`src/design/dacs_pkg.sv`:
```
// Constants shared by the dual converter sequencer.
// Behaviour
// - Each converter has 16 channels, each with own input, trigger and window; irqs come via routes.
// - Pair bit 0: even and odd channel convert independently with own settings.
// - Pair bit 1: even slot configures both channels, odd slot ignored, two results.
// - In pair mode the even input select picks the same input for both multiplexers.
// - Any mix of independent channels and pairs is allowed.
// - Eight external triggers plus two internal ones from irq 0 and 1.
// - Per channel select picks external trigger or one of the two internal ones.
// - External channels use their trigger source field to pick one of eight.
// - One 12-bit conversion at a time per converter, ordered by the priority control.
// - Mux A picks among six inputs, mux B among six plus low reference.
// - Sixteen result registers per module, each channel writes its own.
// - Route selects map channel completions onto eight done irqs per module.
// - Matching done irqs of both modules are AND-ed onto conv_done_irq_o; irq_o is the OR of the enabled flags.
// - Results readable by all masters, configuration only by the control side.
package dacs_pkg;
    localparam int NUM_MOD = 2;
    localparam int NUM_CH  = 16;
    localparam int NUM_IRQ = 8;
    localparam int RES_W   = 12;
    // Converter clock derived from the system clock, rounded to stay under the maximum.
    localparam int SYS_CLK_KHZ     = 250000;
    localparam int ADC_CLK_MAX_KHZ = 37500;
    localparam int ADC_DIV = (SYS_CLK_KHZ + ADC_CLK_MAX_KHZ - 1) / ADC_CLK_MAX_KHZ;
    localparam logic [6:0] WIN_MIN = 7'h07;
    localparam logic [6:0] WIN_MAX = 7'h40;
    // Byte offsets inside one module window, module 1 adding MOD_STRIDE; OFF_STAT to OFF_AND are shared by both.
    localparam logic [11:0] MOD_STRIDE = 12'h100;
    localparam logic [11:0] OFF_SLOT   = 12'h000;
    localparam logic [11:0] OFF_PAIR   = 12'h040;
    localparam logic [11:0] OFF_ITRIG  = 12'h044;
    localparam logic [11:0] OFF_PRIO   = 12'h048;
    localparam logic [11:0] OFF_ROUTE0 = 12'h04C;
    localparam logic [11:0] OFF_ROUTE1 = 12'h050;
    localparam logic [11:0] OFF_RESULT = 12'h080;
    localparam logic [11:0] OFF_STAT   = 12'h200;
    localparam logic [11:0] OFF_EN     = 12'h204;
    localparam logic [11:0] OFF_CLR    = 12'h208;
    localparam logic [11:0] OFF_AND    = 12'h20C;
    // Slot control fields.
    localparam int SEL_LSB  = 0;
    localparam int TRIG_LSB = 8;
    localparam int WIN_LSB  = 16;
    localparam logic [31:0] SLOT_RST = 32'h0007_0000;
    // Route byte: channel in bits 3:0, enable in bit 7.
    localparam int ROUTE_EN = 7;
    // Mux codes.
    localparam logic [2:0] MUX_A_MAX = 3'h5;
    localparam logic [2:0] MUX_B_REF = 3'h6;
    // Internal trigger select codes, two bits per channel.
    localparam logic [1:0] ITRIG_EXT  = 2'h0;
    localparam logic [1:0] ITRIG_IRQ0 = 2'h1;
    localparam logic [1:0] ITRIG_IRQ1 = 2'h2;
endpackage

```
`src/design/dacs_top.sv`:
```
// Dual converter sequencer: AHB-Lite registers, triggers, results and interrupts.
`timescale 1ns/1ns
`default_nettype none
module dacs_top (
    input  wire logic              clk_i,
    input  wire logic              rst_n_i,
    input  wire logic              hsel_i,
    input  wire logic [31:0]       haddr_i,
    input  wire logic [1:0]        htrans_i,
    input  wire logic              hwrite_i,
    input  wire logic [2:0]        hsize_i,
    input  wire logic [31:0]       hwdata_i,
    input  wire logic              hready_i,
    input  wire logic              ctrl_master_i,
    output logic [31:0]            hrdata_o,
    output logic                   hreadyout_o,
    output logic                   hresp_o,
    input  wire logic [7:0]        ext_trig_i,
    input  wire logic [1:0]        conv_done_i,
    input  wire logic [1:0][11:0]  result_a_i,
    input  wire logic [1:0][11:0]  result_b_i,
    output logic [1:0]             sample_o,
    output logic [1:0]             convert_o,
    output logic [1:0][2:0]        mux_a_sel_o,
    output logic [1:0][2:0]        mux_b_sel_o,
    output logic                   irq_o,
    output logic [7:0]             conv_done_irq_o
);
    localparam int M = dacs_pkg::NUM_MOD;
    localparam int C = dacs_pkg::NUM_CH;

    logic [31:0] slot_reg  [M][C], slot_next  [M][C];
    logic [11:0] res_reg   [M][C], res_next   [M][C];
    logic [7:0]  pair_reg  [M], pair_next  [M];
    logic [31:0] itrig_reg [M], itrig_next [M];
    logic        prio_reg  [M], prio_next  [M];
    logic [31:0] route_reg [M][2], route_next [M][2];
    logic [15:0] pend_reg  [M], pend_next  [M];
    logic [15:0] stat_reg, stat_next, en_reg, en_next;
    logic [7:0]  ext_prev_reg;
    logic [2:0]  div_reg, div_next;
    logic        tick;
    logic        wr_pend_reg, ctrl_ok_reg;
    logic [11:0] addr_reg;
    logic [31:0] rdata_next;
    logic        irq_next;
    logic [7:0]  and_next;
    logic [2:0]  mux_a_next [M], mux_b_next [M];
    logic [7:0]  ext_rise;
    logic [1:0]  take, fin;
    logic [3:0]  chan [M];
    logic [6:0]  win  [M];
    logic [7:0]  ievt [M];
    logic [15:0] done_mask [M];
    logic        addr_ok;

    assign addr_ok = hsel_i && hready_i && htrans_i[1];
    assign ext_rise = ext_trig_i & ~ext_prev_reg;
    assign tick = (div_reg == 3'(dacs_pkg::ADC_DIV - 1));

    // Register read decode; results answer every master, the rest only the control side.
    function automatic logic [31:0] rd(input logic [11:0] a);
        logic [0:0] m;
        logic [7:0] o;
        m = a[8];
        o = a[7:0];
        rd = 32'h0000_0000;
        if (a[11:9] == 3'h0)
        begin
            if (o < dacs_pkg::OFF_PAIR[7:0])
                rd = slot_reg[m][o[5:2]];
            else if (o == dacs_pkg::OFF_PAIR[7:0])
                rd = {24'h00_0000, pair_reg[m]};
            else if (o == dacs_pkg::OFF_ITRIG[7:0])
                rd = itrig_reg[m];
            else if (o == dacs_pkg::OFF_PRIO[7:0])
                rd = {31'h0000_0000, prio_reg[m]};
            else if (o == dacs_pkg::OFF_ROUTE0[7:0])
                rd = route_reg[m][0];
            else if (o == dacs_pkg::OFF_ROUTE1[7:0])
                rd = route_reg[m][1];
            else if (o >= dacs_pkg::OFF_RESULT[7:0] && o[7:6] == 2'h2)
                rd = {20'h0_0000, res_reg[m][o[5:2]]};
        end
        else if (a == dacs_pkg::OFF_STAT)
            rd = {16'h0000, stat_reg};
        else if (a == dacs_pkg::OFF_EN)
            rd = {16'h0000, en_reg};
        else if (a == dacs_pkg::OFF_AND)
            rd = {24'h00_0000, conv_done_irq_o};
    endfunction

    // One arbiter and sequencer per converter module.
    for (genvar g = 0; g < M; g++)
    begin : g_mod
        dacs_seq u_seq (
            .clk_i     (clk_i),
            .rst_n_i   (rst_n_i),
            .tick_i    (tick),
            .pend_i    (pend_reg[g]),
            .rr_i      (prio_reg[g]),
            .window_i  (win[g]),
            .done_i    (conv_done_i[g]),
            .take_o    (take[g]),
            .chan_o    (chan[g]),
            .sample_o  (sample_o[g]),
            .convert_o (convert_o[g]),
            .finish_o  (fin[g])
        );
    end

    // Configuration, triggers, results and flags; reads are served at the address phase.
    always_comb
    begin
        logic [11:0] a;
        logic [3:0]  sel;
        logic [3:0]  rc;
        logic [1:0]  src;
        logic        hit;
        logic        pr;
        sel = 4'h0;
        rc = 4'h0;
        src = 2'h0;
        hit = 1'b0;
        pr = 1'b0;
        a = addr_reg - (addr_reg[8] ? dacs_pkg::MOD_STRIDE : 12'h000);
        div_next = tick ? 3'h0 : div_reg + 3'h1;
        stat_next = stat_reg;
        en_next = en_reg;
        rdata_next = addr_ok && !hwrite_i ? rd(haddr_i[11:0]) : hrdata_o;
        // Other masters see only the result window; configuration reads back as zero.
        if (addr_ok && !hwrite_i && !ctrl_master_i && haddr_i[7:6] != 2'h2)
            rdata_next = 32'h0000_0000;
        for (int m = 0; m < M; m++)
        begin
            slot_next[m] = slot_reg[m];
            res_next[m] = res_reg[m];
            pair_next[m] = pair_reg[m];
            itrig_next[m] = itrig_reg[m];
            prio_next[m] = prio_reg[m];
            route_next[m] = route_reg[m];
            // Pair mode takes the even slot; the odd slot then does nothing.
            sel = slot_reg[m][chan[m]][dacs_pkg::SEL_LSB +: 4];
            pr = pair_reg[m][chan[m][3:1]];
            win[m] = slot_reg[m][chan[m]][dacs_pkg::WIN_LSB +: 7];
            mux_a_next[m] = (sel[2:0] > dacs_pkg::MUX_A_MAX) ? dacs_pkg::MUX_A_MAX
                                                            : sel[2:0];
            mux_b_next[m] = (sel[2:0] > dacs_pkg::MUX_B_REF) ? dacs_pkg::MUX_B_REF
                                                            : sel[2:0];
            if (pr)
                mux_b_next[m] = mux_a_next[m];
            // Completion mask covers both channels of a pair.
            done_mask[m] = 16'h0000;
            if (fin[m])
            begin
                done_mask[m][chan[m]] = 1'b1;
                if (pr)
                begin
                    done_mask[m][chan[m] | 4'h1] = 1'b1;
                    res_next[m][chan[m]] = result_a_i[m];
                    res_next[m][chan[m] | 4'h1] = result_b_i[m];
                end
                else
                    res_next[m][chan[m]] = sel[3] ? result_b_i[m] : result_a_i[m];
            end
            for (int k = 0; k < dacs_pkg::NUM_IRQ; k++)
            begin
                rc = route_reg[m][k / 4][(k % 4) * 8 +: 4];
                ievt[m][k] = route_reg[m][k / 4][(k % 4) * 8 + dacs_pkg::ROUTE_EN]
                             && done_mask[m][rc];
            end
            // Pending flags: a new trigger wins over the clear of the served one.
            for (int c = 0; c < C; c++)
            begin
                src = itrig_reg[m][2 * c +: 2];
                if (src == dacs_pkg::ITRIG_IRQ0)
                    hit = ievt[m][0];
                else if (src == dacs_pkg::ITRIG_IRQ1)
                    hit = ievt[m][1];
                else
                    hit = ext_rise[slot_reg[m][c][dacs_pkg::TRIG_LSB +: 3]];
                pend_next[m][c] = ((pend_reg[m][c] && !(take[m] && chan[m] == 4'(c))) || hit)
                                  && !(pair_reg[m][c / 2] && c[0]);
            end
        end
        stat_next = (stat_reg & ~((wr_pend_reg && ctrl_ok_reg && addr_reg == dacs_pkg::OFF_CLR)
                    ? hwdata_i[15:0] : 16'h0000)) | {ievt[1], ievt[0]};
        // Configuration writes from any other master are dropped.
        if (wr_pend_reg && ctrl_ok_reg)
        begin
            if (addr_reg[11:9] == 3'h0)
            begin
                if (a < dacs_pkg::OFF_PAIR)
                    slot_next[addr_reg[8]][a[5:2]] = hwdata_i;
                else if (a == dacs_pkg::OFF_PAIR)
                    pair_next[addr_reg[8]] = hwdata_i[7:0];
                else if (a == dacs_pkg::OFF_ITRIG)
                    itrig_next[addr_reg[8]] = hwdata_i;
                else if (a == dacs_pkg::OFF_PRIO)
                    prio_next[addr_reg[8]] = hwdata_i[0];
                else if (a == dacs_pkg::OFF_ROUTE0)
                    route_next[addr_reg[8]][0] = hwdata_i;
                else if (a == dacs_pkg::OFF_ROUTE1)
                    route_next[addr_reg[8]][1] = hwdata_i;
            end
            else if (addr_reg == dacs_pkg::OFF_EN)
                en_next = hwdata_i[15:0];
        end
        irq_next = |(stat_reg & en_reg);
        and_next = stat_reg[7:0] & stat_reg[15:8];
    end

    always_ff @(posedge clk_i or negedge rst_n_i)
    begin
        if (!rst_n_i)
        begin
            for (int m = 0; m < M; m++)
            begin
                for (int c = 0; c < C; c++)
                begin
                    slot_reg[m][c] <= dacs_pkg::SLOT_RST;
                    res_reg[m][c] <= 12'h000;
                end
                pair_reg[m] <= 8'h00;
                itrig_reg[m] <= 32'h0000_0000;
                prio_reg[m] <= 1'b0;
                route_reg[m][0] <= 32'h0000_0000;
                route_reg[m][1] <= 32'h0000_0000;
                pend_reg[m] <= 16'h0000;
                mux_a_sel_o[m] <= 3'h0;
                mux_b_sel_o[m] <= 3'h0;
            end
            stat_reg <= 16'h0000;
            en_reg <= 16'h0000;
            ext_prev_reg <= 8'h00;
            div_reg <= 3'h0;
            wr_pend_reg <= 1'b0;
            ctrl_ok_reg <= 1'b0;
            addr_reg <= 12'h000;
            hrdata_o <= 32'h0000_0000;
            hreadyout_o <= 1'b1;
            hresp_o <= 1'b0;
            irq_o <= 1'b0;
            conv_done_irq_o <= 8'h00;
        end
        else
        begin
            for (int m = 0; m < M; m++)
            begin
                slot_reg[m] <= slot_next[m];
                res_reg[m] <= res_next[m];
                pair_reg[m] <= pair_next[m];
                itrig_reg[m] <= itrig_next[m];
                prio_reg[m] <= prio_next[m];
                route_reg[m] <= route_next[m];
                pend_reg[m] <= pend_next[m];
                mux_a_sel_o[m] <= mux_a_next[m];
                mux_b_sel_o[m] <= mux_b_next[m];
            end
            stat_reg <= stat_next;
            en_reg <= en_next;
            ext_prev_reg <= ext_trig_i;
            div_reg <= div_next;
            wr_pend_reg <= addr_ok && hwrite_i;
            ctrl_ok_reg <= ctrl_master_i;
            addr_reg <= addr_ok ? haddr_i[11:0] : addr_reg;
            hrdata_o <= rdata_next;
            hreadyout_o <= 1'b1;
            hresp_o <= 1'b0;
            irq_o <= irq_next;
            conv_done_irq_o <= and_next;
        end
    end
endmodule
`default_nettype wire

```
`src/design/dacs_seq.sv`:
```
// Per-module arbiter and sample/convert sequencer.
`timescale 1ns/1ns
`default_nettype none
module dacs_seq (
    input  wire logic        clk_i,
    input  wire logic        rst_n_i,
    input  wire logic        tick_i,
    input  wire logic [15:0] pend_i,
    input  wire logic        rr_i,
    input  wire logic [6:0]  window_i,
    input  wire logic        done_i,
    output logic             take_o,
    output logic [3:0]       chan_o,
    output logic             sample_o,
    output logic             convert_o,
    output logic             finish_o
);
    typedef enum logic [1:0] {DACS_IDLE, DACS_LOAD, DACS_SAMPLE, DACS_CONV} dacs_state_t;
    dacs_state_t state_reg, state_next;
    logic [6:0]  cnt_reg, cnt_next;
    logic [3:0]  last_reg, last_next, chan_next;
    logic        take_next, sample_next, convert_next, finish_next;

    // First pending channel at or after the base, wrapping at 16.
    function automatic logic [3:0] pick(input logic [15:0] p, input logic [3:0] base);
        logic [3:0] idx;
        logic       found;
        pick = base;
        found = 1'b0;
        for (int i = 0; i < 16; i++)
        begin
            idx = base + 4'(i);
            if (!found && p[idx])
            begin
                pick = idx;
                found = 1'b1;
            end
        end
    endfunction

    // Only one channel is in flight; the converter never overlaps two.
    always_comb
    begin
        state_next = state_reg;
        cnt_next = cnt_reg;
        last_next = last_reg;
        chan_next = chan_o;
        take_next = 1'b0;
        sample_next = sample_o;
        convert_next = 1'b0;
        finish_next = 1'b0;
        unique case (state_reg)
            DACS_IDLE:
                if (|pend_i)
                begin
                    chan_next = pick(pend_i, rr_i ? last_reg + 4'h1 : 4'h0);
                    take_next = 1'b1;
                    state_next = DACS_LOAD;
                end
            DACS_LOAD:
            begin
                // A zero window would wrap the counter and last 128 clocks, so it runs as one clock.
                cnt_next = (window_i == 7'h00) ? 7'h01 : window_i;
                sample_next = 1'b1;
                state_next = DACS_SAMPLE;
            end
            DACS_SAMPLE:
                if (tick_i)
                begin
                    if (cnt_reg == 7'h01)
                    begin
                        sample_next = 1'b0;
                        convert_next = 1'b1;
                        state_next = DACS_CONV;
                    end
                    else
                        cnt_next = cnt_reg - 7'h01;
                end
            DACS_CONV:
                if (done_i)
                begin
                    finish_next = 1'b1;
                    last_next = chan_o;
                    state_next = DACS_IDLE;
                end
        endcase
    end

    always_ff @(posedge clk_i or negedge rst_n_i)
    begin
        if (!rst_n_i)
        begin
            state_reg <= DACS_IDLE;
            cnt_reg <= 7'h00;
            last_reg <= 4'hF;
            chan_o <= 4'h0;
            take_o <= 1'b0;
            sample_o <= 1'b0;
            convert_o <= 1'b0;
            finish_o <= 1'b0;
        end
        else
        begin
            state_reg <= state_next;
            cnt_reg <= cnt_next;
            last_reg <= last_next;
            chan_o <= chan_next;
            take_o <= take_next;
            sample_o <= sample_next;
            convert_o <= convert_next;
            finish_o <= finish_next;
        end
    end
endmodule
`default_nettype wire

```
`config.mk`:
```
export PLATFORM = sky130hd
export DESIGN_NAME = dacs_top
export DESIGN_NICKNAME = d
export VERILOG_FILES = /design/src/design/dacs_pkg.sv /design/src/design/dacs_top.sv /design/src/design/dacs_seq.sv
export SDC_FILE = /design/constraint.sdc
export NUM_CORES = 2
export LEC_CHECK = 0
export ABC_AREA = 1
export BUFFER_PORTS_ARGS = -buffer_cell sky130_fd_sc_hd__buf_2
export CAP_MARGIN = 5
export CELL_PAD_IN_SITES_DETAIL_PLACEMENT = 2
export CELL_PAD_IN_SITES_GLOBAL_PLACEMENT = 2
export CORE_ASPECT_RATIO = 0.6
export CORE_MARGIN = 2
export CORE_UTILIZATION = 40
export DETAILED_ROUTE_END_ITERATION = 10
export PLACE_DENSITY_LB_ADDON = 0.1
export SYNTH_ARGS = -nofsm -noshare
export SYNTH_HDL_FRONTEND = slang
export SYNTH_SLANG_ARGS = --single-unit
```
`constraint.sdc`:
```
create_clock -name clk_i -period 7.5 [get_ports clk_i]
set_clock_uncertainty 0.2 [all_clocks]
set_input_delay 0.375 -clock clk_i [delete_from_list [all_inputs] [get_ports clk_i]]
set_output_delay 0.375 -clock clk_i [all_outputs]
set_load 0.005 [all_outputs]
```
==> summary.txt <==
Power and ir drop
  – Leak: 50.4 nW
  – PwrDens: 256 nW/um2
  – Reg power frac: 40.5%
  – Comb pwr share: 20.7%
  – Clk pwr share: 38.8%
  – VDD IR-drop max: 182 uV
  – Switch share: 34.6%
  – Int Pwr: 17.5 mW
  – Psw: 9.28 mW

Global route
  – Vias in the first global route: 101,000
  – First-pass GRT wire length: 752,000 um
  – GRT Util Overall: 43.5%
  – Overflow after GRT: 0
  – Initial antenna violation count: 63
  – Largest net degree at the start of global routing: 174

Outcome
  – Status: finished, violations left
  – Failing checks: max-capacitance violations, max-slew violations

Routing
  – 1st-iter DRT viols: 13,400
  – DRC Markers: 0
  – Routed len/inst: 34.8 um
  – First-pass detailed-route iteration total: 6
  – Routed Antenna Nets: 0
  – Vias: 99,500
  – Vias per Instance: 6.54
  – WL final: 529,000 um

Die
  – Core area: 232,000 um2
  – Initial core utilization: 40.2%
  – Chip width: 628 um
  – Die area: 238,000 um2
  – FP Rows: 137
  – Die height: 378 um
  – IO Pins: 192

STA
  – Setup violators final: 0
  – Final min period: 6260 ps
  – Relative slew slack: -7.02%
  – Fin. Hold Viols: 0
  – Max-slew violations: 4
  – Final Cycle Share: 83.5%
  – Total negative slack: 0 ps
  – RSZ-0062 raised after global routing: no
  – Max Clk Rate: 0.160 GHz
  – Tightest Pin Transition: 1590 ps
  – Worst setup margin: 1240 ps

Worst setup path
  – Kind of critical path: flop to flop
  – CP arrival: 6870 ps
  – Worst R2R End: pend_reg[31]
  – Worst R2R Start: g_mod[0].u_seq.chan_o[1]
  – CP Launch Type: flop
  – Critical Path Sink Type: flop
  – R2r setup slk: 1240 ps
  – Crit path max fanout: 31
  – Cell depth of the worst flop-to-flop path: 18
  – CP required: 8110 ps

Cells and area
  – Final nets: 12,100
  – Largest register FFs: 1,024
  – Commonest non-fill, non-tap cell in the layout: nand2_1
  – Commonest non-fill, non-tap cells in the layout: nand2_1, o21ai_0, dfrtp_1
  – Fillers: 26,100
  – Share of cells above drive strength 1: 8.82%
  – Area delta synth->final: 12.1%

Clocking
  – Postcts setup bufs: 0
  – CTS sink cnt: 1,802
  – Num CTS Buffers: 193
  – Reg clk slew, reported paths: 70 ps
  – CTS root buf: clkbuf_16
  – Htree depth: 4
  – CTS Buffer Depth: 4
  – TritonCTS clock tree: done
  – Skew-Pair Late Insertion Delay: 880 ps

Run
  – Max-cap violations: 2

Yosys
  – Top cell type's share of synthesized area: 45.5%
  – Async SR Flop Fraction: 100%
  – Number of flops mapped to enable cells by yosys: 0
  – Synth area leaders: dfrtp_1, nand2_1, o21ai_0
  – Synthesized flop and latch total: 1,802
  – Synth Warn #: 0
  – Cell variety after synth: 75
  – Synth Cell Area: 93,500 um2
  – Yosys top cell by area: dfrtp_1
  – Post-synth top flop: dfrtp_1
  – Post-Syn Area per Cell: 7.70 um2
  – Synth Instances: 12,100
  – Post-synthesis sequential area ratio: 48.4%
  – Syn_nets: 12,300

Place
  – Dpl ws: 1760 ps
  – I/O Buffers: 165
  – Final GP Congestion: 1.01
  – Dpl hpwl: 355,000 um

Hold path
  – Hold Path Class: input pin to flop
  – Hold Path Sink: ext_prev_reg[6]
  – Hold path startpoint: ext_trig_i[6]
  – Hold path cells: 2
[metrics by stage]
| stage | hold slack [ps] | instance area (um2) | power (mW) | utilization [%] | cells |
|---|---|---|---|---|---|
| CTS | 3.55 | 105000 | 26.4 | 45.1 | 15200 |
| global route | 44.9 | 105000 | 27.4 | 45.1 | 15200 |
| global placement | 222 | 97000 | 15.8 | 41.8 | 14700 |
| detailed placement | 222 | 97000 | 16.1 | 41.8 | 14700 |
| floorplan | -121 | 93500 | 13.3 | - | 12100 |
| finish | 38.4 | 105000 | 26.8 | 45.1 | 15200 |
[worst max-delay path, cell delays in order, from the launching register on]
cell and delay [ps]:
dfrtp_1 920, inv_2 240, nand2_1 320, o22ai_1 130, a211oi_1 230, nand2_1 380
inv_2 700, nor2_2 310, nor3_2 1020, nand2_1 160, o211ai_1 150, nand3_1 100
nand3b_1 100, nand3_1 410, inv_2 420, nand2_1 120, nand3_1 140, nand2_1 70
inv_1 60
[power by group through the flow]
stage | combinational [mW] | clock (mW) | sequential (mW)
floorplan | 2.55 | 0 | 10.8
global placement | 4.89 | 0 | 10.9
detailed placement | 5.13 | 0 | 11.0
CTS | 5.23 | 10.4 | 10.8
global route | 5.75 | 10.8 | 10.9
finish | 5.55 | 10.4 | 10.8
[routing by layer]
metal	vias up	wire length (um)	share of wire (%)	track usage, %
met2	5783	205000	39	57.9
li1	40600	-	-	-
met1	52200	230000	43	62.8
met3	905	77100	15	18.3
met5	-	148	0.028	0
met4	20	17800	3.4	13.9
[area by class of cell]
class | count | area, um2 | share of cell area (%)
Antenna cell | 24 | 60.1 | 0.0573
Inverter | 706 | 2680 | 2.55
Timing Repair Buffer | 530 | 4110 | 3.93
Sequential cell | 1802 | 45200 | 43.2
Clock inverter | 62 | 791 | 0.755
Tap cell | 3127 | 3910 | 3.73
Clock buffer | 284 | 5770 | 5.50
Multi-Input combinational cell | 8686 | 42200 | 40.3
[worst max path at each step]
stage | cells after the start | endpoint | start
4_1_cts | 18 | pend_reg[21] | g_mod[0].u_seq.chan_o[1]
3_3_place_gp | 18 | pend_reg[31] | g_mod[0].u_seq.chan_o[1]
6_report | 18 | pend_reg[31] | g_mod[0].u_seq.chan_o[1]
3_5_place_dp | 18 | pend_reg[21] | g_mod[0].u_seq.chan_o[1]
5_1_grt | 18 | pend_reg[31] | g_mod[0].u_seq.chan_o[1]
2_1_floorplan | 29 | g_mod[0].u_seq.chan_o[2] | g_mod[0].u_seq.last_reg[0]
[cells in the mapped netlist (27+ instances only)]
cell type	number
nand2_1	3511
o211ai_1	189
dfrtp_1	1698
a221oi_1	74
a21oi_1	652
a32o_1	99
clkbuf_1	806
nor3_1	68
dfstp_2	104
o22ai_1	73
nor2_1	615
inv_1	667
o21ai_0	2083
a22oi_1	171
nand3_1	476
buf_1	93
nand4_1	65
o221ai_1	33
ha_1	27
a211oi_1	36
a31oi_1	186
[timing repair]
action	4_1_cts	5_1_grt
hold buffers	107	0
endpoints found under the hold margin	564	0
resized for setup	0	0
[logic make-up (layout without fill, tap and decap cells)]
logic type	after synthesis	in the layout	synth area share [%]
mux	15	15	0.170
flops	1802	1802	48.4
buf+inv	1643	1582	6.77
fa+ha+maj	27	27	0.361
simple gates	4854	4854	20.9
xor+xnor	19	19	0.238
compound gates	3769	3769	23.1
other cells	2	26	0.00804
Note: power is estimated with default switching activity, not from simulation.
